<file path="src/freq_ref_pkg.sv">
// Constants, register map and codes for the frequency reference block
//==========================================================================
//==========================================================================
package freq_ref_pkg;
   localparam int CLK_PERIOD_NS = 10;
   // Time unit lengths in ns
   localparam int UNIT_1S_NS = 1_000_000_000;
   localparam int UNIT_100MS_NS = 100_000_000;
   localparam int UNIT_10MS_NS = 10_000_000;
   //==========================================================================
   // Register indices; byte address is index times four
   localparam int NUM_RW = 22;
   localparam int NUM_REGS = 25;
   localparam logic [5:0] IDX_CEIL_SRC = 6'h00;
   localparam logic [5:0] IDX_CEIL_VAL = 6'h01;
   localparam logic [5:0] IDX_CEIL_OFS = 6'h02;
   localparam logic [5:0] IDX_FLOOR = 6'h03;
   localparam logic [5:0] IDX_CARRIER = 6'h04;
   localparam logic [5:0] IDX_THERMAL = 6'h05;
   localparam logic [5:0] IDX_ACCEL1 = 6'h06;
   localparam logic [5:0] IDX_DECEL1 = 6'h07;
   localparam logic [5:0] IDX_TIME_UNIT = 6'h08;
   localparam logic [5:0] IDX_COMB_OFS = 6'h09;
   localparam logic [5:0] IDX_RESOLUTION = 6'h0a;
   localparam logic [5:0] IDX_RETENTION = 6'h0b;
   localparam logic [5:0] IDX_BASE_SEL = 6'h0c;
   localparam logic [5:0] IDX_PRESET = 6'h0d;
   localparam logic [5:0] IDX_MAX_FREQ = 6'h0e;
   localparam logic [5:0] IDX_BELOW = 6'h0f;
   localparam logic [5:0] IDX_GROUP_BASE = 6'h0e; // group g at 14+2g for g 1..3; group 0 at 6
   localparam logic [5:0] IDX_STAT_OUT = 6'h16;
   localparam logic [5:0] IDX_STAT_CARRIER = 6'h17;
   localparam logic [5:0] IDX_STAT_SETPT = 6'h18;
   //==========================================================================
   // Reset values and codes
   localparam logic [15:0] FREQ_50HZ = 16'h1388; // 50.00 Hz at 0.01 Hz
   localparam logic [15:0] RAMP_TIME_DEFAULT = 16'h0064;
   localparam logic [15:0] CARRIER_DEFAULT = 16'h0028; // 4.0 kHz, 0.1 kHz
   localparam logic [15:0] CARRIER_MIN = 16'h0005;
   localparam logic [15:0] CARRIER_MAX = 16'h00a0;
   localparam logic [15:0] BASE_100HZ_COARSE = 16'h03e8;
   localparam logic [15:0] BASE_100HZ_FINE = 16'h2710;
   localparam logic [15:0] RES_COARSE = 16'h0001;
   localparam logic [15:0] RES_FINE = 16'h0002;
   localparam logic [15:0] REG_RESET [NUM_RW] = '{
      16'h0000, FREQ_50HZ, 16'h0000, 16'h0000, CARRIER_DEFAULT, 16'h0001,
      RAMP_TIME_DEFAULT, RAMP_TIME_DEFAULT, 16'h0001, 16'h0000, RES_FINE,
      16'h0000, 16'h0000, FREQ_50HZ, FREQ_50HZ, 16'h0000,
      RAMP_TIME_DEFAULT, RAMP_TIME_DEFAULT, RAMP_TIME_DEFAULT,
      RAMP_TIME_DEFAULT, RAMP_TIME_DEFAULT, RAMP_TIME_DEFAULT};
   typedef enum logic [2:0] {SRC_STORED, SRC_ANALOG1, SRC_ANALOG2,
      SRC_KNOB, SRC_PULSE, SRC_LINK} ceil_src_e;
   typedef enum logic [1:0] {BELOW_STOP, BELOW_FLOOR, BELOW_ZERO}
      below_action_e;
   typedef enum logic [1:0] {BASE_MAX, BASE_SET, BASE_100HZ} base_sel_e;
   typedef enum logic [1:0] {UNIT_1S, UNIT_100MS, UNIT_10MS} time_unit_e;
endpackage : freq_ref_pkg

</file>
<file path="src/freq_reference_limit_ramp.sv">
// Frequency reference limiting, digital setpoint, carrier and ramp block
`timescale 1ns/10ps
`default_nettype none
module freq_reference_limit_ramp
   import freq_ref_pkg::*;
#(
   parameter int TICK_NS = 1_000_000
)
(
   input wire logic clk,
   input wire logic arst_n,
   input wire logic psel,
   input wire logic penable,
   input wire logic pwrite,
   input wire logic [7:0] paddr,
   input wire logic [31:0] pwdata,
   output logic [31:0] prdata,
   output logic pready,
   output logic pslverr,
   input wire logic [15:0] analogInputOne,
   input wire logic [15:0] analogInputTwo,
   input wire logic [15:0] panelKnob,
   input wire logic [15:0] pulseInputTerminal,
   input wire logic [15:0] linkFreq,
   input wire logic [15:0] refIn,
   input wire logic digitalSource,
   input wire logic combinedSource,
   input wire logic setpointUp,
   input wire logic setpointDown,
   input wire logic runCmd,
   input wire logic [1:0] digitalInputTerminal,
   input wire logic heatsinkHot,
   input wire logic factoryRestore,
   output logic [15:0] outFreq,
   output logic [15:0] carrierFreq,
   output logic stopRequest,
   output logic [1:0] freqResolution
);
   localparam int TICK_CYCLES = TICK_NS / CLK_PERIOD_NS;
   localparam int CNT_W = $clog2(TICK_CYCLES + 1);
   localparam logic [15:0] TPU_1S = 16'(UNIT_1S_NS / TICK_NS);
   localparam logic [15:0] TPU_100MS = 16'(UNIT_100MS_NS / TICK_NS);
   localparam logic [15:0] TPU_10MS = 16'(UNIT_10MS_NS / TICK_NS);

   // Tick must fit the 10 ms unit evenly and keep counts in 16 bits
   if (TICK_CYCLES < 1 || (UNIT_10MS_NS % TICK_NS) != 0 ||
       (UNIT_1S_NS / TICK_NS) > 65535)
   begin : g_bad_tick
      $error("TICK_NS unsupported");
   end

   //=======================================================================
   // APB decode
   //=======================================================================
   logic [15:0] regs [NUM_RW];
   logic [15:0] setpoint;
   logic [5:0] regIdx;
   logic aligned;
   logic mapped;
   logic writable;
   logic resBad;
   logic wrEn;
   logic setupRd;
   logic [15:0] wrVal;
   logic [15:0] rdVal;

   // Single-cycle access: read data is latched in setup, pready always high
   assign regIdx = paddr[7:2];
   assign aligned = paddr[1:0] == 2'b00;
   assign mapped = aligned && (32'(regIdx) < NUM_REGS);
   assign writable = aligned && (32'(regIdx) < NUM_RW);
   assign wrVal = pwdata[15:0];
   // Only the two defined resolution codes are accepted
   assign resBad = regIdx == IDX_RESOLUTION && wrVal != RES_COARSE &&
      wrVal != RES_FINE;
   assign wrEn = psel && penable && pwrite && writable && !resBad;
   assign setupRd = psel && !penable;
   assign pready = 1'b1;
   assign pslverr = psel && penable && !mapped;
   assign rdVal = writable ? regs[regIdx[4:0]] :
      regIdx == IDX_STAT_OUT ? outFreq :
      regIdx == IDX_STAT_CARRIER ? carrierFreq :
      regIdx == IDX_STAT_SETPT ? setpoint : 16'h0000;

   // Read data registered in setup so it is stable in access
   always_ff @(posedge clk or negedge arst_n)
   begin
      if (!arst_n)
         prdata <= 32'h0000_0000;
      else if (setupRd)
         prdata <= {16'h0000, rdVal};
   end

   // Register file; restore keeps the resolution code
   always_ff @(posedge clk or negedge arst_n)
   begin
      if (!arst_n)
      begin
         for (int i = 0; i < NUM_RW; i++)
            regs[i] <= REG_RESET[i];
      end
      else if (factoryRestore)
      begin
         for (int i = 0; i < NUM_RW; i++)
            if (6'(i) != IDX_RESOLUTION)
               regs[i] <= REG_RESET[i];
      end
      else if (wrEn)
         regs[regIdx[4:0]] <= wrVal;
   end

   //=======================================================================
   // Register views
   //=======================================================================
   logic [15:0] maxFreq;
   logic [15:0] ceilStored;
   logic [15:0] ceilOfs;
   logic [15:0] floorStored;
   logic [15:0] preset;
   logic [2:0] ceilSrc;
   logic [1:0] belowAct;
   logic [1:0] baseSel;
   logic [1:0] timeUnit;
   logic thermalOn;
   logic retain;

   assign maxFreq = regs[IDX_MAX_FREQ[4:0]];
   assign ceilStored = regs[IDX_CEIL_VAL[4:0]];
   assign ceilOfs = regs[IDX_CEIL_OFS[4:0]];
   assign floorStored = regs[IDX_FLOOR[4:0]];
   assign preset = regs[IDX_PRESET[4:0]];
   assign ceilSrc = regs[IDX_CEIL_SRC[4:0]][2:0];
   assign belowAct = regs[IDX_BELOW[4:0]][1:0];
   assign baseSel = regs[IDX_BASE_SEL[4:0]][1:0];
   assign timeUnit = regs[IDX_TIME_UNIT[4:0]][1:0];
   assign thermalOn = regs[IDX_THERMAL[4:0]] == 16'h0001;
   assign retain = regs[IDX_RETENTION[4:0]] == 16'h0001;

   //=======================================================================
   // Ceiling and floor
   //=======================================================================
   logic [15:0] ceilRaw;
   logic [16:0] ceilSum;
   logic addCeilOfs;
   logic [15:0] ceilStoredLim;
   logic [15:0] ceilEff;
   logic [15:0] floorEff;

   // Source mux; unknown codes fall back to the stored value
   assign ceilRaw = ceilSrc == SRC_ANALOG1 ? analogInputOne :
      ceilSrc == SRC_ANALOG2 ? analogInputTwo :
      ceilSrc == SRC_KNOB ? panelKnob :
      ceilSrc == SRC_PULSE ? pulseInputTerminal :
      ceilSrc == SRC_LINK ? linkFreq : ceilStored;
   // Knob counts as an analog input for the offset
   assign addCeilOfs = ceilSrc == SRC_ANALOG1 || ceilSrc == SRC_ANALOG2 ||
      ceilSrc == SRC_KNOB || ceilSrc == SRC_PULSE;
   assign ceilSum = {1'b0, ceilRaw} +
      {1'b0, addCeilOfs ? (ceilOfs > maxFreq ? maxFreq : ceilOfs) :
      16'h0000};
   // Stored ceiling held within floor..maximum at use, not on write
   assign ceilStoredLim = ceilStored > maxFreq ? maxFreq :
      ceilStored < floorStored ? floorStored : ceilStored;
   assign ceilEff = (ceilSrc == SRC_STORED || ceilSrc > SRC_LINK) ?
      ceilStoredLim :
      ceilSum > {1'b0, maxFreq} ? maxFreq : ceilSum[15:0];
   assign floorEff = floorStored > ceilStoredLim ? ceilStoredLim :
      floorStored;

   //=======================================================================
   // Reference conditioning: offset, ceiling, floor action
   //=======================================================================
   logic [15:0] srcRef;
   logic [15:0] combOfs;
   logic [16:0] refSum;
   logic [15:0] refClamped;
   logic belowFloor;
   logic floorStop;
   logic [15:0] setFreq;
   logic [15:0] target;

   assign combOfs = regs[IDX_COMB_OFS[4:0]] > maxFreq ? maxFreq :
      regs[IDX_COMB_OFS[4:0]];
   assign srcRef = digitalSource ? setpoint : refIn;
   assign refSum = {1'b0, srcRef} +
      {1'b0, combinedSource ? combOfs : 16'h0000};
   assign refClamped = refSum > {1'b0, ceilEff} ? ceilEff :
      refSum[15:0];
   assign belowFloor = refClamped < floorEff;
   // Stop and zero speed both hold zero; only stop asks to halt
   assign setFreq = !belowFloor ? refClamped :
      belowAct == BELOW_FLOOR ? floorEff : 16'h0000;
   assign floorStop = belowFloor && belowAct == BELOW_STOP;
   assign target = runCmd && !floorStop ? setFreq : 16'h0000;

   always_ff @(posedge clk or negedge arst_n)
   begin
      if (!arst_n)
         stopRequest <= 1'b0;
      else
         stopRequest <= runCmd && floorStop;
   end

   //=======================================================================
   // Digital setpoint with up/down and stop retention
   //=======================================================================
   logic runQ;
   logic stopEdge;
   logic presetWr;

   assign stopEdge = runQ && !runCmd;
   assign presetWr = wrEn && regIdx == IDX_PRESET;

   // Stop reload wins over keys; a preset write seeds the setpoint
   always_ff @(posedge clk or negedge arst_n)
   begin
      if (!arst_n)
      begin
         runQ <= 1'b0;
         setpoint <= FREQ_50HZ;
      end
      else
      begin
         runQ <= runCmd;
         if (factoryRestore)
            setpoint <= FREQ_50HZ;
         else if (stopEdge && digitalSource)
            setpoint <= retain ? setpoint : preset;
         else if (presetWr)
            setpoint <= wrVal > maxFreq ? maxFreq : wrVal;
         else if (setpointUp && !setpointDown && setpoint < maxFreq)
            setpoint <= setpoint + 16'h0001;
         else if (setpointDown && !setpointUp && setpoint != 16'h0000)
            setpoint <= setpoint - 16'h0001;
      end
   end

   //=======================================================================
   // Carrier with thermal derating
   //=======================================================================
   logic [15:0] carrierSet;
   logic [15:0] carrierHalf;
   logic [15:0] next_carrier;

   assign carrierSet = regs[IDX_CARRIER[4:0]] < CARRIER_MIN ? CARRIER_MIN :
      regs[IDX_CARRIER[4:0]] > CARRIER_MAX ? CARRIER_MAX :
      regs[IDX_CARRIER[4:0]];
   // Halving is a coarse but safe derate; it never drops below minimum
   assign carrierHalf = (carrierSet >> 1) < CARRIER_MIN ? CARRIER_MIN :
      carrierSet >> 1;
   assign next_carrier = thermalOn && heatsinkHot ? carrierHalf :
      carrierSet;

   always_ff @(posedge clk or negedge arst_n)
   begin
      if (!arst_n)
         carrierFreq <= CARRIER_DEFAULT;
      else
         carrierFreq <= next_carrier;
   end

   // Resolution is only a scale tag; raw values keep their digits
   always_ff @(posedge clk or negedge arst_n)
   begin
      if (!arst_n)
         freqResolution <= RES_FINE[1:0];
      else
         freqResolution <= regs[IDX_RESOLUTION[4:0]][1:0];
   end

   //=======================================================================
   // Ramp generator
   //=======================================================================
   logic [CNT_W-1:0] tickCnt;
   logic tick;
   logic [5:0] accelIdx;
   logic [15:0] rampTime;
   logic [15:0] tpu;
   logic [15:0] baseFreq;
   logic [31:0] denom;
   logic [31:0] acc;
   logic [31:0] accAdd;
   logic [31:0] next_acc;
   logic rising;
   logic moving;
   logic stepNow;
   logic jump;

   assign tick = tickCnt == CNT_W'(TICK_CYCLES - 1);
   always_ff @(posedge clk or negedge arst_n)
   begin
      if (!arst_n)
         tickCnt <= '0;
      else
         tickCnt <= tick ? '0 : tickCnt + CNT_W'(1);
   end

   // Group 0 sits apart; groups 1..3 follow the status-free block
   assign rising = outFreq < target;
   assign accelIdx = digitalInputTerminal == 2'b00 ? IDX_ACCEL1 :
      IDX_GROUP_BASE + {3'b000, digitalInputTerminal, 1'b0};
   assign rampTime = rising ? regs[accelIdx[4:0]] :
      regs[5'(accelIdx + 6'h01)];
   // Unit change reinterprets stored times through ticks per unit
   assign tpu = timeUnit == UNIT_1S ? TPU_1S :
      timeUnit == UNIT_100MS ? TPU_100MS : TPU_10MS;
   assign baseFreq = baseSel == BASE_SET ? setFreq :
      baseSel == BASE_100HZ ?
      (freqResolution == RES_COARSE[1:0] ? BASE_100HZ_COARSE :
      BASE_100HZ_FINE) : maxFreq;
   assign denom = rampTime * tpu;
   assign moving = outFreq != target;
   // No time or no base: no slope is defined, so go straight there
   assign jump = moving && (denom == 32'h0 || baseFreq == 16'h0000);
   assign stepNow = moving && !jump && acc >= denom;
   assign accAdd = tick && moving ? {16'h0000, baseFreq} : 32'h0;
   assign next_acc = !moving ? 32'h0 :
      acc + accAdd - (stepNow ? denom : 32'h0);

   // One unit step per clock, many clocks per tick, so no divider
   always_ff @(posedge clk or negedge arst_n)
   begin
      if (!arst_n)
      begin
         acc <= 32'h0;
         outFreq <= 16'h0000;
      end
      else
      begin
         acc <= next_acc;
         if (jump)
            outFreq <= target;
         else if (stepNow)
            outFreq <= rising ? outFreq + 16'h0001 :
               outFreq - 16'h0001;
      end
   end
endmodule : freq_reference_limit_ramp
`default_nettype wire

</file>
<file path="config.mk">
export PLATFORM = sky130hd
export DESIGN_NAME = freq_reference_limit_ramp
export DESIGN_NICKNAME = d
export VERILOG_FILES = /design/src/freq_ref_pkg.sv /design/src/freq_reference_limit_ramp.sv
export SDC_FILE = /design/constraint.sdc
export NUM_CORES = 2
export LEC_CHECK = 0
export BUFFER_PORTS_ARGS = -buffer_cell sky130_fd_sc_hd__clkbuf_2
export CAP_MARGIN = 30
export CORE_MARGIN = 2
export CORE_UTILIZATION = 25
export DETAILED_ROUTE_END_ITERATION = 16
export GPL_TIMING_DRIVEN = 0
export SLEW_MARGIN = 20
export SYNTH_ARGS = -nofsm -noshare
export SYNTH_HDL_FRONTEND = slang
export SYNTH_SLANG_ARGS = --single-unit
</file>
<file path="constraint.sdc">
create_clock -name clk -period 23.8 [get_ports clk]
set_input_delay 4.76 -clock clk [delete_from_list [all_inputs] [get_ports clk]]
set_output_delay 4.76 -clock clk [all_outputs]
set_load 0.005 [all_outputs]
</file>
==> impl_metrics.ini <==
[cells_and_area]
multi_input_area_um2 = 28200
fin_area_um2 = 49400
area_delta_synth_final_pct = 21.7
fin_nets = 5860
fillers = 16937
seqCellArea_um2 = 11800
layout-drive-gt1-share_pct = 17.6

[yosys]
synth_cells = 4818
synth_edf_count = 0
synthesis.area_um2 = 40600
synth.avg_cell_area_um2 = 8.42
ys_ff_latch = 469
ys.flop_type = dfrtp_1
ys_warn_count = 0
synth_top_area_share_pct = 25.7
synth_area_leader_cell = dfrtp_1
synth_area_leaders = dfrtp_1 26%, ha_1 12%, nand2_1 8.9%
ys_seq_area_share_pct = 29.1
ys_types = 90
synth-async-reset-ratio_pct = 100

[die]
fp.coreArea_um2 = 161000
fp.dieArea_um2 = 166000
num_rows = 147
initial_core_util_pct = 25.2
pin_count = 219
fp.dieW_um = 407
die_y_um = 407

[timing]
hold_viol_final = 0
final.period_utilization_pct = 104
finClkSkew_ns = 0.0329
finalCriticalPeriod_ns = 24.69
setup_viol = 14
report.final.slew_viol_count = 0
max_slew.worst_pin.slew_ns = 1.25
rsz0062_at_grt = yes
timing.final.ws_setup_ns = -0.891
setup_tns_ns = -6.38
fmax_mhz = 40.5
slew_headroom_pct = 16.5

[worst_setup_path]
required_ns = 24.41
crit_path_start = linkFreq[0]
cp_num_buf_inv = 14
path_class = input pin to register
critPathLaunchType = input pin
worst_setup_path_end_kind = register
r2r_start = maxFreq[1]
cp.arrival_ns = 25.30
critPathSlowestCell = fa_1
crit_family = compound AO/OA/AOI/OAI gates
path_max_fanout = 10
slowest_delay_ns = 0.56

[clock_tree]
cts_htree_levels = 2
clk_latency_ns = 0.70
cts.sinks = 469
clockRootBuffer = clkbuf_16
cts_buffers = 57
path_clk_slew_ns = 0.07
cts_tree = done
cts_max_path_buffers = 3

[routing]
wl_per_cell_um = 25.8
vias_per_cell = 5.37
first_pass_iters = 8
ant_nets = 0
vias = 39895
drc = 0
drt_wl_total_um = 192000
drtIter0Drc = 4322

[power]
clkPwrFrac_pct = 12.9
vdd_drop_max_mv = 0.263
p_sw_share_pct = 46.6
switching_power_mw = 3.42
power_frac_comb_pct = 73.3
power_density_nw_per_um2 = 148
leakagePower_nw = 21.0
seq_power_share_pct = 13.9
internal_power_mw = 3.91

[global_routing]
antenna_found_initial = 7
grt_max_degree = 84
grt_overflow = 0
grt_pass1_wl_um = 270000
grt_use_total_pct = 22.5
first_global_vias = 37952

[min_path]
hp-class = register to register
min-delay-start = regs[177]

[placed_design]
hpwl_um = 150000
gp_congestion = 1.07
dpl-instance-area_um2 = 44800
portBuffers = 180

[status]
status = finished, violations left
violations = negative setup slack

[run]
maxCapViolations = 0
-- cells in the mapped netlist (54+ instances only) --
cell type and count:
xnor2_1 65, dfrtp_1 417, nand2_1 957, nor2_1 315, ha_1 386, mux2_2 57, o211ai_1 54, clkbuf_1 223
a21oi_1 516, fa_1 102, inv_1 303, mux2i_1 158, o21ai_0 174, mux4_2 89, nor3_1 88, a21o_1 63
-- layout make-up --
| type | count | area share (%) |
|---|---|---|
| diodes | 4 | 0.0203 |
| plain buffers | 288 | 2.61 |
| clock buffers | 85 | 3.32 |
| clock inverters | 22 | 0.664 |
| inverters | 303 | 2.30 |
| multi-input cells | 3776 | 57.1 |
| flip-flops and latches | 469 | 23.9 |
| well taps | 2160 | 5.47 |
| repair buffers | 327 | 4.61 |
-- cell usage in the layout (no fill, tap or decap), drive strengths merged, types with 44 or more instances in the layout --
cell	synthesis	routed
nand2	957	957
a21oi	516	516
clkbuf	223	484
dfrtp	417	417
ha	386	386
nor2	316	316
inv	303	304
buf	70	216
o21ai	179	179
mux2i	158	158
fa	102	102
mux4	89	89
nor3	88	88
xnor2	65	65
a21o	63	63
mux2	58	58
o211ai	54	54
nand3	53	53
dfstp	52	52
nor2b	52	52
nand3b	44	44
-- power by group through the flow --
stage          registers [mW]  logic (mW)  clock network [mW]
2_1_floorplan           0.963        3.19                   0
3_3_place_gp             1.03        4.01                   0
3_5_place_dp             1.03        4.08                   0
4_1_cts                  1.01        4.83               0.947
5_1_grt                  1.02        5.95               0.977
6_report                 1.02        5.37               0.942
-- sequential cells by signal, summed over array words and instances (netlist names) --
name / cells
regs: 265
ceilOfs: 16
carrierFreq: 16
runQ: 1
maxFreq: 16
freqResolution: 2
outFreq: 16
ceilStored: 16
preset: 16
stopRequest: 1
acc: 32
ceilSrc: 3
tickCnt: 17
prdata: 16
baseSel: 2
floorStored: 16
setpoint: 16
belowAct: 2
-- per-stage QoR --
step	power (mW)	utilization (%)	hold slack, ns	instances	worst slack [ns]
6_report	7.33	30.7	0.441	7434	-0.891
5_1_grt	7.95	30.7	0.451	7430	-1.56
4_1_cts	6.79	30.1	0.439	7390	-0.752
3_5_place_dp	5.10	27.8	0.407	7202	-4.15
3_3_place_gp	5.03	27.6	0.400	7181	-4.07
2_1_floorplan	4.15	-	0.357	4841	0.00492
-- cells by family after synthesis --
logic type                 Yosys count  share of synthesized area [%]
buffers and inverters              596                           5.75
xor gates and xnor gates           103                           2.22
AOI/OAI and AO/OA                 1109                           16.5
and+or+nand+nor                   1746                           19.0
DFF                                469                           29.1
other                                2                         0.0185
muxes                              305                           10.5
adders and majority gates          488                           16.9
-- layer usage --
layer  global-route usage (%)  vias up  wire, µm
met5                        0        -        49
met4                     12.8        8     13100
met3                     5.94      490     21600
met2                     33.2     2232     79900
met1                     29.5    19537     77100
li1                         -    17628         -
-- what timing repair did --
action                                  4_1_cts  5_1_grt
hold buffers                                  0        0
endpoints found under the hold margin         0        0
buffers inserted                             81       39
endpoints found under the setup margin       36       30
cloned                                        1        0
resized for setup                           221      127
pin swaps                                   114       95
-- worst paths after layout --
kind | slack, ns | to | depth (start not counted)
hold / removal | 0.44 | freqResolution[1] | 0
hold reg to reg | 0.44 | freqResolution[1] | 0
setup reg to reg | -0.60 | acc[31] | 115
min in group asynchronous | 3.98 | runQ | 1
setup / recovery | -0.89 | acc[31] | 104
max in group asynchronous | 18.07 | regs[34] | 4
No activity file was read; power rests on OpenSTA's default activity.
